## config.mk

```make
export PLATFORM = sky130hd
export DESIGN_NAME = drive_identity_error_objects
export DESIGN_NICKNAME = d
export VERILOG_FILES = /design/src/core/drive_identity_pkg.sv /design/src/core/drive_identity_error_objects.sv
export SDC_FILE = /design/constraint.sdc
export NUM_CORES = 1
export LEC_CHECK = 0
export ABC_AREA = 1
export BUFFER_PORTS_ARGS = -buffer_cell sky130_fd_sc_hd__buf_2
export CAP_MARGIN = 10
export CORE_ASPECT_RATIO = 0.8
export CORE_MARGIN = 4
export CORE_UTILIZATION = 50
export DETAILED_ROUTE_END_ITERATION = 8
export HOLD_SLACK_MARGIN = 0.02
export PLACE_DENSITY = 0.69
export SYNTH_ARGS = -nofsm -noshare
export SYNTH_HDL_FRONTEND = slang
export SYNTH_SLANG_ARGS = --single-unit
```

## constraint.sdc

```tcl
create_clock -name clk -period 4.4 [get_ports clk]
set_input_delay 0.44 -clock clk [delete_from_list [all_inputs] [get_ports clk]]
set_output_delay 0.44 -clock clk [all_outputs]
set_load 0.1 [all_outputs]
```

## src/core/drive_identity_pkg.sv

```systemverilog
/*
 * Package for the drive identity and error reporting objects: object
 * indices, subindices, field positions, preset values and abort codes.
 * Assumes an object dictionary engine that presents index/subindex requests.
 */
// Operation
// - Read-only 32-bit kind word: motor type high half, profile number low half.
// - Bits 23..16 of kind word: 1 means servo drive, 2 means stepper.
// - Low half of kind word holds the fixed supported profile code.
// - Read-only 8-bit error summary, preset zero, mappable into transmitted data.
// - Summary bits follow their conditions and clear themselves without acknowledgement.
// - Summary bits: general, current, voltage, temperature, comms, profile, zero, vendor.
// - Vendor-specific bit 7 sets when motor turns in the wrong direction.
// - History of eight read-only 32-bit entries, preset zero, plus writable count.
// - New error goes to entry one; older entries shift back, oldest dropped.
// - Writing zero to the count restarts history counting from the beginning.
// - Entry reads with empty history are refused with the no-data abort code.
package drive_identity_pkg;
	localparam logic [15:0] IDX_KIND_WORD = 16'h1000;
	localparam logic [15:0] IDX_SUMMARY = 16'h1001;
	localparam logic [15:0] IDX_HISTORY = 16'h1003;
	localparam logic [7:0] SUB_COUNT = 8'h00;
	localparam int MOTOR_TYPE_LSB = 16;
	localparam int PROFILE_LSB = 0;
	localparam logic [7:0] DRIVE_SERVO = 8'h01;
	localparam logic [7:0] DRIVE_STEPPER = 8'h02;
	localparam logic [7:0] SUMMARY_RESET = 8'h00;
	localparam logic [7:0] COUNT_RESET = 8'h00;
	localparam logic [31:0] ENTRY_RESET = 32'h00000000;
	localparam int HISTORY_DEPTH = 8;
	localparam int BIT_GENERAL = 0;
	localparam int BIT_CURRENT = 1;
	localparam int BIT_VOLTAGE = 2;
	localparam int BIT_TEMP = 3;
	localparam int BIT_COMMS = 4;
	localparam int BIT_PROFILE = 5;
	localparam int BIT_RESERVED = 6;
	localparam int BIT_VENDOR = 7;
	localparam logic [31:0] ABORT_NO_DATA = 32'h08000024;
	localparam logic [31:0] ABORT_NO_OBJECT = 32'h06020000;
	localparam logic [31:0] ABORT_READ_ONLY = 32'h06010002;
	localparam logic [31:0] ABORT_NO_SUB = 32'h06090011;
	localparam logic [31:0] ABORT_BAD_VALUE = 32'h06090030;
endpackage : drive_identity_pkg

```

## src/core/drive_identity_error_objects.sv

```systemverilog
/*
 * Identity and error reporting objects of the drive: kind word, error
 * summary and the error history stack with its count.
 * Assumes requests come one at a time from the dictionary engine on clk,
 * and error conditions and error events are synchronous to clk.
 */
module drive_identity_error_objects
	import drive_identity_pkg::*;
#(
	parameter logic [15:0] PROFILE_CODE = 16'h0001, // arbitrary value
	parameter logic [7:0] DRIVE_KIND = DRIVE_STEPPER,
	parameter int DEPTH = HISTORY_DEPTH
) (
	input wire logic clk,
	input wire logic rst_n,
	input wire logic req_valid,
	input wire logic req_write,
	input wire logic [15:0] req_index,
	input wire logic [7:0] req_subindex,
	input wire logic [31:0] req_wdata,
	output logic rsp_valid,
	output logic rsp_abort,
	output logic [31:0] rsp_data,
	input wire logic general_fault_flag,
	input wire logic current_fault_flag,
	input wire logic voltage_fault_flag,
	input wire logic temperature_fault_flag,
	input wire logic communication_fault_flag,
	input wire logic profile_fault_flag,
	input wire logic wrong_direction,
	input wire logic error_event,
	input wire logic [31:0] error_word,
	output logic [7:0] error_summary
);
	initial begin
		if (DEPTH != HISTORY_DEPTH) $error("history depth must be eight");
		if (DRIVE_KIND != DRIVE_SERVO && DRIVE_KIND != DRIVE_STEPPER)
			$error("drive kind must be servo or stepper");
	end

	typedef struct packed {
		logic [HISTORY_DEPTH-1:0][31:0] entry;
		logic [7:0] count;
		logic [7:0] summary;
		logic rsp_valid;
		logic rsp_abort;
		logic [31:0] rsp_data;
	} state_type;

	state_type cur;
	state_type nxt;

	logic [31:0] device_kind_word;
	logic [7:0] live_summary;
	logic reserved_flag;
	logic count_zero_write;
	logic [7:0] count_base;

	// Count that a same-cycle event starts from; the zero write is taken first
	assign count_zero_write = req_valid && req_write && req_index == IDX_HISTORY
		&& req_subindex == SUB_COUNT && req_wdata == 32'h00000000;
	assign count_base = count_zero_write ? COUNT_RESET : cur.count;

	// Upper byte of motor type half unused, so it stays zero
	assign device_kind_word = ({24'h000000, DRIVE_KIND} << MOTOR_TYPE_LSB)
		| ({16'h0000, PROFILE_CODE} << PROFILE_LSB);
	assign reserved_flag = 1'b0;

	always_comb begin
		live_summary = SUMMARY_RESET;
		live_summary[BIT_GENERAL] = general_fault_flag;
		live_summary[BIT_CURRENT] = current_fault_flag;
		live_summary[BIT_VOLTAGE] = voltage_fault_flag;
		live_summary[BIT_TEMP] = temperature_fault_flag;
		live_summary[BIT_COMMS] = communication_fault_flag;
		live_summary[BIT_PROFILE] = profile_fault_flag;
		live_summary[BIT_RESERVED] = reserved_flag;
		live_summary[BIT_VENDOR] = wrong_direction;
	end

	always_comb begin
		nxt = cur;
		nxt.rsp_valid = 1'b0;
		nxt.rsp_abort = 1'b0;
		// Summary tracks live conditions, no latching so no acknowledge needed
		nxt.summary = live_summary;
		if (req_valid) begin
			nxt.rsp_valid = 1'b1;
			nxt.rsp_data = 32'h00000000;
			unique case (req_index)
				IDX_KIND_WORD: begin
					if (req_subindex != SUB_COUNT)
						nxt.rsp_abort = 1'b1;
					else if (req_write)
						nxt.rsp_abort = 1'b1;
					else
						nxt.rsp_data = device_kind_word;
				end
				IDX_SUMMARY: begin
					if (req_subindex != SUB_COUNT || req_write)
						nxt.rsp_abort = 1'b1;
					else
						nxt.rsp_data = {24'h000000, cur.summary};
				end
				IDX_HISTORY: begin
					if (req_subindex == SUB_COUNT) begin
						if (!req_write)
							nxt.rsp_data = {24'h000000, cur.count};
						else if (req_wdata == 32'h00000000)
							nxt.count = COUNT_RESET;
						else
							nxt.rsp_abort = 1'b1;
					end else if (req_subindex > 8'(HISTORY_DEPTH)) begin
						nxt.rsp_abort = 1'b1;
					end else if (req_write) begin
						nxt.rsp_abort = 1'b1;
					end else if (cur.count == COUNT_RESET) begin
						nxt.rsp_abort = 1'b1;
					end else begin
						nxt.rsp_data = cur.entry[3'(req_subindex - 8'h01)];
					end
				end
				default: nxt.rsp_abort = 1'b1;
			endcase
			if (nxt.rsp_abort)
				nxt.rsp_data = abort_code(req_index, req_subindex, req_write, cur.count);
		end
		// A same-cycle event counts on from a zero write of the count, leaving one
		if (error_event) begin
			for (int i = HISTORY_DEPTH - 1; i > 0; i--)
				nxt.entry[i] = cur.entry[i-1];
			nxt.entry[0] = error_word;
			if (nxt.count < 8'(HISTORY_DEPTH))
				nxt.count = nxt.count + 8'h01;
		end
	end

	function automatic logic [31:0] abort_code(input logic [15:0] idx,
		input logic [7:0] sub, input logic wr, input logic [7:0] cnt);
		logic [31:0] code;
		code = ABORT_NO_OBJECT;
		if (idx == IDX_KIND_WORD || idx == IDX_SUMMARY)
			code = (sub != SUB_COUNT) ? ABORT_NO_SUB : ABORT_READ_ONLY;
		else if (idx == IDX_HISTORY) begin
			if (sub == SUB_COUNT)
				code = ABORT_BAD_VALUE;
			else if (sub > 8'(HISTORY_DEPTH))
				code = ABORT_NO_SUB;
			else if (wr)
				code = ABORT_READ_ONLY;
			else if (cnt == COUNT_RESET)
				code = ABORT_NO_DATA;
		end
		return code;
	endfunction : abort_code

	always_ff @(posedge clk or negedge rst_n) begin
		if (!rst_n) begin
			cur.entry <= {HISTORY_DEPTH{ENTRY_RESET}};
			cur.count <= COUNT_RESET;
			cur.summary <= SUMMARY_RESET;
			cur.rsp_valid <= 1'b0;
			cur.rsp_abort <= 1'b0;
			cur.rsp_data <= 32'h00000000;
		end else begin
			cur <= nxt;
		end
	end

	assign rsp_valid = cur.rsp_valid;
	assign rsp_abort = cur.rsp_abort;
	assign rsp_data = cur.rsp_data;
	assign error_summary = cur.summary;

	property p_kind_read;
		@(posedge clk) disable iff (!rst_n)
		req_valid && !req_write && req_index == IDX_KIND_WORD && req_subindex == SUB_COUNT
		|=> rsp_valid && !rsp_abort && rsp_data[23:16] == DRIVE_KIND
			&& rsp_data[15:0] == PROFILE_CODE && rsp_data[31:24] == 8'h00;
	endproperty
	a_kind_read: assert property (p_kind_read) else $error("kind word wrong");

	property p_kind_ro;
		@(posedge clk) disable iff (!rst_n)
		req_valid && req_write && req_index == IDX_KIND_WORD |=> rsp_abort;
	endproperty
	a_kind_ro: assert property (p_kind_ro) else $error("kind word write taken");

	property p_summary_follows;
		@(posedge clk) disable iff (!rst_n)
		##1 error_summary == {$past(wrong_direction), 1'b0, $past(profile_fault_flag),
			$past(communication_fault_flag), $past(temperature_fault_flag),
			$past(voltage_fault_flag), $past(current_fault_flag), $past(general_fault_flag)};
	endproperty
	a_summary_follows: assert property (p_summary_follows) else $error("summary mismatch");

	property p_reserved_zero;
		@(posedge clk) disable iff (!rst_n) error_summary[BIT_RESERVED] == 1'b0;
	endproperty
	a_reserved_zero: assert property (p_reserved_zero) else $error("reserved bit set");

	property p_vendor_bit;
		@(posedge clk) disable iff (!rst_n)
		wrong_direction |=> error_summary[BIT_VENDOR];
	endproperty
	a_vendor_bit: assert property (p_vendor_bit) else $error("vendor bit missing");

	property p_push;
		@(posedge clk) disable iff (!rst_n)
		error_event |=> cur.entry[0] == $past(error_word) && cur.entry[1] == $past(cur.entry[0]);
	endproperty
	a_push: assert property (p_push) else $error("history shift wrong");

	property p_count;
		@(posedge clk) disable iff (!rst_n)
		error_event |=> cur.count == (($past(count_base) >= 8'h08) ? 8'h08
			: $past(count_base) + 8'h01);
	endproperty
	a_count: assert property (p_count) else $error("count wrong");

	property p_clear;
		@(posedge clk) disable iff (!rst_n)
		req_valid && req_write && req_index == IDX_HISTORY && req_subindex == SUB_COUNT
		&& req_wdata == 32'h0 && !error_event |=> cur.count == 8'h00 && !rsp_abort;
	endproperty
	a_clear: assert property (p_clear) else $error("count not cleared");

	property p_empty_abort;
		@(posedge clk) disable iff (!rst_n)
		req_valid && !req_write && req_index == IDX_HISTORY && req_subindex != SUB_COUNT
		&& req_subindex <= 8'h08 && cur.count == 8'h00
		|=> rsp_abort && rsp_data == ABORT_NO_DATA;
	endproperty
	a_empty_abort: assert property (p_empty_abort) else $error("empty read not refused");

	property p_one_cycle;
		@(posedge clk) disable iff (!rst_n) rsp_valid |-> ##1 (rsp_valid == $past(req_valid));
	endproperty
	a_one_cycle: assert property (p_one_cycle) else $error("answer timing wrong");

	property p_answer_taken;
		@(posedge clk) disable iff (!rst_n)
		req_valid |=> rsp_valid;
	endproperty
	a_answer_taken: assert property (p_answer_taken) else $error("answer missing");

	property p_no_stray;
		@(posedge clk) disable iff (!rst_n)
		!req_valid |=> !rsp_valid;
	endproperty
	a_no_stray: assert property (p_no_stray) else $error("answer without request");

	property p_summary_read;
		@(posedge clk) disable iff (!rst_n)
		req_valid && !req_write && req_index == IDX_SUMMARY && req_subindex == SUB_COUNT
		|=> !rsp_abort && rsp_data == {24'h000000, $past(error_summary)};
	endproperty
	a_summary_read: assert property (p_summary_read) else $error("summary read wrong");

	property p_newest_read;
		@(posedge clk) disable iff (!rst_n)
		req_valid && !req_write && req_index == IDX_HISTORY && req_subindex == 8'h01
		&& cur.count != 8'h00 |=> !rsp_abort && rsp_data == $past(cur.entry[0]);
	endproperty
	a_newest_read: assert property (p_newest_read) else $error("newest entry wrong");

	property p_entry_ro;
		@(posedge clk) disable iff (!rst_n)
		req_valid && req_write && req_index == IDX_HISTORY && req_subindex != SUB_COUNT
		&& req_subindex <= 8'h08 |=> rsp_abort && rsp_data == ABORT_READ_ONLY;
	endproperty
	a_entry_ro: assert property (p_entry_ro) else $error("entry write taken");

	property p_count_limit;
		@(posedge clk) disable iff (!rst_n)
		cur.count <= 8'h08;
	endproperty
	a_count_limit: assert property (p_count_limit) else $error("count above eight");

	property p_count_hold;
		@(posedge clk) disable iff (!rst_n)
		!error_event && !count_zero_write |=> cur.count == $past(cur.count);
	endproperty
	a_count_hold: assert property (p_count_hold) else $error("count moved");

	property p_entries_hold;
		@(posedge clk) disable iff (!rst_n)
		!error_event |=> cur.entry == $past(cur.entry);
	endproperty
	a_entries_hold: assert property (p_entries_hold) else $error("history moved");

	property p_bad_count_write;
		@(posedge clk) disable iff (!rst_n)
		req_valid && req_write && req_index == IDX_HISTORY && req_subindex == SUB_COUNT
		&& req_wdata != 32'h00000000 |=> rsp_abort && rsp_data == ABORT_BAD_VALUE;
	endproperty
	a_bad_count_write: assert property (p_bad_count_write) else $error("bad count taken");

	c_event: cover property (@(posedge clk) disable iff (!rst_n) error_event);
	c_full: cover property (@(posedge clk) disable iff (!rst_n) cur.count == 8'h08);
	c_empty_read: cover property (@(posedge clk) disable iff (!rst_n)
		rsp_abort && rsp_data == ABORT_NO_DATA);
	c_entry_read: cover property (@(posedge clk) disable iff (!rst_n)
		rsp_valid && !rsp_abort && $past(req_index) == IDX_HISTORY);
endmodule : drive_identity_error_objects

```

* Word-level counts from Yosys, hierarchy flattened *
Cells that the tools add are included.

operators by class
  add/sub/neg operators = 2
  $mul = 0
  divide/modulo/power cells = 0
  order comparisons = 3
  eq/ne operators = 3
  shift operators = 0
  muxes and demuxes = 37
  bitwise operators = 0
  reduce and logical (&&, ||, !) cells = 6

operator list
  cell                                                           number
  two-way mux 28 bit                                             6
  two-way mux 32 bit                                             5
  binary-select mux 32 bit (select 3 bit)                        1
  case mux 32 bit (3 select lines)                               1
  two-way mux 8 bit                                              9
  == test 16 x 13 -> 1 bit, second input constant                3
  two-way mux 18 bit                                             2
  two-way mux 34 bit                                             1
  two-way mux 33 bit                                             1
  zero test 32 bit                                               1
  two-way mux 20 bit                                             1
  zero test 8 bit                                                2
  two-way mux 1 bit                                              9
  adder 8 x 1 -> 8 bit, second input constant                    1
  greater-than comparator 8 x 4 -> 1 bit, second input constant  1
  less-than comparator 8 x 4 -> 1 bit, second input constant     1
  nonzero test 8 bit                                             1
  less-than comparator 3 x 4 -> 1 bit, second input constant     1
  case mux 1 bit (3 select lines)                                1
  subtractor 3 x 1 -> 3 bit, second input constant               1
  logical OR 1 bit                                               2

word-level totals
  register bits after elaboration = 305
  latch bits = 0
  bits in writable memories = 0
  memory bits (read-only) = 0
  input port bits = 100
  output and inout port bits = 42
  logic and storage cells = 64
  memories kept = 0

* Longest topological paths before layout *
  word-level depth = 11
  depth in mapped cells = 16
  depth with buffers taken out = 14

* Worst setup path after synthesis *
OpenSTA, ideal clock, no wires.

  path kind = input port to flip-flop
  from = in req_subindex[0]
  to = reg cur[43] (netlist bit)
  library setup time = 0.123 ns
  arrival = 2.210 ns
  data required time = 4.277 ns
  path slack = 2.067 ns
  cell stages on the path = 14
  buffers on the path = 2
  cells stage by stage = inv_2 buf_2 clkbuf_1 ha_1 nand2_1 nor2_1 nand3_1 nor2_1 nand2_1 nand2_1 inv_1 ha_1 nor2_1 a21oi_1

RTL lines
  element                 RTL line                             source
  start: declaration      drive_identity_error_objects.sv:19   input wire logic [7:0] req_subindex,
  end signal: assignment  drive_identity_error_objects.sv:166  cur <= nxt;
  end: declaration        drive_identity_error_objects.sv:50   state_type cur;

* Worst setup path in the final report *
  from = in req_subindex[0]
  to = reg, netlist name rsp_data[2]

between the ends
  cells in the longest elaborated chain, start to end = 9
  elaborated cells on any way between the ends = 24
  those cells by class = add/sub (1); order compare (1); mux (19); reduce/logical (3)

RTL lines
  element                                   RTL line                             source
  subtractor 3 x 1 -> 3 bit                 drive_identity_error_objects.sv:120  nxt.rsp_data = cur.entry[3'(req_subindex - 8'h01)];
  binary-select mux 32 bit (select 3 bit)   drive_identity_error_objects.sv:120
  two-way mux 32 bit (implied by the code)  drive_identity_error_objects.sv:120
  two-way mux 32 bit                        drive_identity_error_objects.sv:117  end else if (cur.count == COUNT_RESET) begin
  two-way mux 32 bit                        drive_identity_error_objects.sv:115  end else if (req_write) begin
  two-way mux 32 bit                        drive_identity_error_objects.sv:113  end else if (req_subindex > 8'(HISTORY_DEPTH)) begin
  two-way mux 33 bit                        drive_identity_error_objects.sv:106  if (req_subindex == SUB_COUNT) begin
  case mux 32 bit (3 select lines)          drive_identity_error_objects.sv:90   unique case (req_index)
  two-way mux 32 bit (*)                    drive_identity_error_objects.sv:125  if (nxt.rsp_abort)

Mark *: on every way between the ends. The rest lies on a longest branch, timed or not. The select of a mux whose other input is x is not followed.
A chain may end at the register's enable or synchronous reset.

==> results_dict.tcl <==
set metrics [dict create \
    n_antenna_cell 0 \
    synth_warnings 0 \
    synth_xor_area_frac 0.00120 \
    fp.dieW_um 199 \
    top_usage_layer "met2" \
    cts_root_buf "clkbuf_16" \
    p_int_w 0.00512 \
    cts_buffers 31 \
    synth_enable_flop_cells 0 \
    grt_pass1_vias 11000 \
    clkPwrFrac 0.387 \
    wl_per_cell_um 15.4 \
    drv_slew 0 \
    antenna_found_initial 0 \
    min_path_type "in2reg" \
    syn_nets 1846 \
    io_buffers 140 \
    maxSlewHeadroom 0.273 \
    drc 0 \
    drv_cap 0 \
    setup_tns_ns 0 \
    final_common_cell "dfrtp_1" \
    switching_power_w 0.00190 \
    yosysTopAreaCellShare 0.524 \
    antenna_left 0 \
    clock-sinks 305 \
    clk_pin_slew_ns 0.06 \
    fp.dieArea_sq_um 32000 \
    min_period_ns 2.58 \
    ios 142 \
    yosysSeqAreaShare 0.524 \
    finalCritPeriodShare 0.587 \
    yosysTopAreaCell "dfrtp_1" \
    synth_async_sr_flop_share 1.00 \
    grt_util_met3 0.0390 \
    drtPass1Iterations 5 \
    finClkSkew_ns 0.00800 \
    grt_max_degree 154 \
    layout.nets 1899 \
    cts_tree "built" \
    r2r-end "rsp_data[26]" \
    worst-setup-path-type "in2reg" \
    synth_area_leaders "dfrtp_1 (52%), o21ai_0 (9.6%), nand2_1 (7.8%)" \
    overflow 0 \
    power.leakage_nw 7.80 \
    grt_use_met2 0.337 \
    final_util 0.574 \
    core_area_sq_um 28500 \
    ctsResizeCount 0 \
    wl_um 33700 \
    synthAdderAreaFrac 0.00172 \
    area_growth_pct 12.2 \
    synthMuxAreaShare 0.0340 \
    hold_end "cur[81]" \
    initial_core_util 0.512 \
    min_from "error_word[31]" \
    synthFlopType "dfrtp_1" \
    setup_viol 0 \
    synth_cell_types 41 \
    synthCells 1744 \
    switching_share 0.270 \
    crit_fanout 31 \
    num_rows 55 \
    avgViaCountPerCell 5.28 \
    hold_viol 0 \
    max_freq_mhz 387 \
    worst_pin_slew_ns 1.09 \
    crit_arrival_ns 3.04 \
    endpoint_kind "flip-flop" \
    cts_setup_buffers 0 \
    power_density_nw_per_um2 429 \
    synth_compound_area_frac 0.178 \
    worstRegToRegCells 9 \
    die_h_um 161 \
    grt_pass1_wl_um 55700 \
    status "completed" \
    hold_depth 3 \
    holdBufCountCts 8 \
    worstSetupStartpointType "input pin" \
    cts.path.max_buffers 3 \
    cp.required_ns 4.86 \
    synthSimpleGateAreaFrac 0.164 \
    synthesis.area_sq_um 14600 \
    synth_top_family_by_area "compound AO/OA/AOI/OAI gates" \
    layout-drive-gt1-share 0.158 \
    r2r_setup_slack_ns 2.58 \
    power_frac_comb 0.141 \
    nFillCells 2570 \
    place_congestion 0.942 \
    drtIter0Drc 846 \
    vias 11600 \
    clkLatencyLatePin_ns 0.57 \
    grt_setup_unrepaired "no" \
    synth.ff_latch_count 305 \
    cts_htree_levels 1 \
    vdd_ir_drop_max_mv 0.392 \
    layout_common_cells "dfrtp_1 (305), nand2_1 (304), o21ai_0 (280)" \
    synth.avg_cell_area_sq_um 8.36 \
    p_seq_frac 0.472 \
    timing.rr.start "cur[48]" \
    global_route.usage.met1 0.297 \
    hpwl_um 22000 \
    grt_usage 0.209 \
]
-- layer usage --
| layer | wire (um) | up-vias |
|---|---|---|
| li1 | - | 5762 |
| met1 | 15400 | 5498 |
| met2 | 15700 | 253 |
| met3 | 1850 | 48 |
| met4 | 696 | 0 |
| met5 | 0 | - |
-- area by class of cell --
cell class | instances | area (sq um) | share of cell area
inverters | 174 | 662 | 0.0405
multi-input cells | 1119 | 5530 | 0.338
clock inverters | 12 | 166 | 0.0102
clock buffers | 44 | 895 | 0.0547
flip-flops and latches | 305 | 7630 | 0.467
well taps | 370 | 463 | 0.0283
repair buffers | 166 | 1000 | 0.0612
-- critical path, cell delays in order --
cell      delay (ns)
buf_4           0.21
clkinv_2        0.42
ha_1            0.43
xnor2_2         0.59
buf_4           0.44
nor2_1          0.09
o21ai_0         0.19
nand2_1         0.08
nand2_1         0.07
nand2_1         0.04
-- flip-flops by register name, summed over array words and instances, names as in the netlist --
signal / flops
cur: 264
rsp_data: 32
error_summary: 7
rsp_abort: 1
rsp_valid: 1
-- logic make-up (layout without fill, tap and decap cells) --
family,count (synthesis),after routing
buffers and inverters,320,396
adders and majority gates,2,2
and+or+nand+nor,573,573
AOI/OAI and AO/OA,497,497
muxes,44,44
xor gates and xnor gates,2,2
DFF,305,305
other,1,1
-- synth_stat cells, types with 5 or more instances --
cell type and count:
inv_1 157, o211ai_1 19, buf_1 7, mux2_2 44, a211oi_1 8, nor2_4 5, a21oi_1 153, nor2_1 190
inv_2 11, nand3_1 45, o21ai_0 280, nand4_1 15, buf_4 40, dfrtp_1 305, nand2_1 304, o21ai_1 26
clkbuf_1 53, buf_2 45
-- worst max-delay path by stage --
stage,start,cells past startpoint,endpoint,slack [ns]
after global placement,req_subindex[0],13,rsp_data[0],1.39
final,req_subindex[0],10,rsp_data[2],1.82
after detailed placement,req_subindex[0],10,rsp_data[5],1.34
after floorplan,req_subindex[0],14,cur[43],2.07
after global routing,req_subindex[0],10,rsp_data[3],1.66
after CTS,req_subindex[0],10,rsp_data[2],1.86
-- power groups by stage --
stage | Sequential [W] | Clock, W | Combinational (W)
4_1_cts | 0.00331 | 0.00279 | 0.00100
2_1_floorplan | 0.00332 | 0 | 0.000707
6_report | 0.00331 | 0.00272 | 0.000990
5_1_grt | 0.00336 | 0.00292 | 0.00114
3_5_place_dp | 0.00336 | 0 | 0.000987
3_3_place_gp | 0.00335 | 0 | 0.000960
-- per-stage QoR --
step | hold slack [ns] | std cells | setup WS [ns] | power [W] | cell area, sq um
after floorplan | 0.144 | 1744 | 2.07 | 0.00402 | 14600
after global placement | 0.456 | 2126 | 1.39 | 0.00431 | 15200
after detailed placement | 0.466 | 2126 | 1.34 | 0.00435 | 15200
after CTS | 0.0581 | 2190 | 1.86 | 0.00710 | 16400
after global routing | 0.0810 | 2190 | 1.66 | 0.00742 | 16400
final | 0.0893 | 2190 | 1.82 | 0.00702 | 16400
No activity file was read; power rests on OpenSTA's default activity.
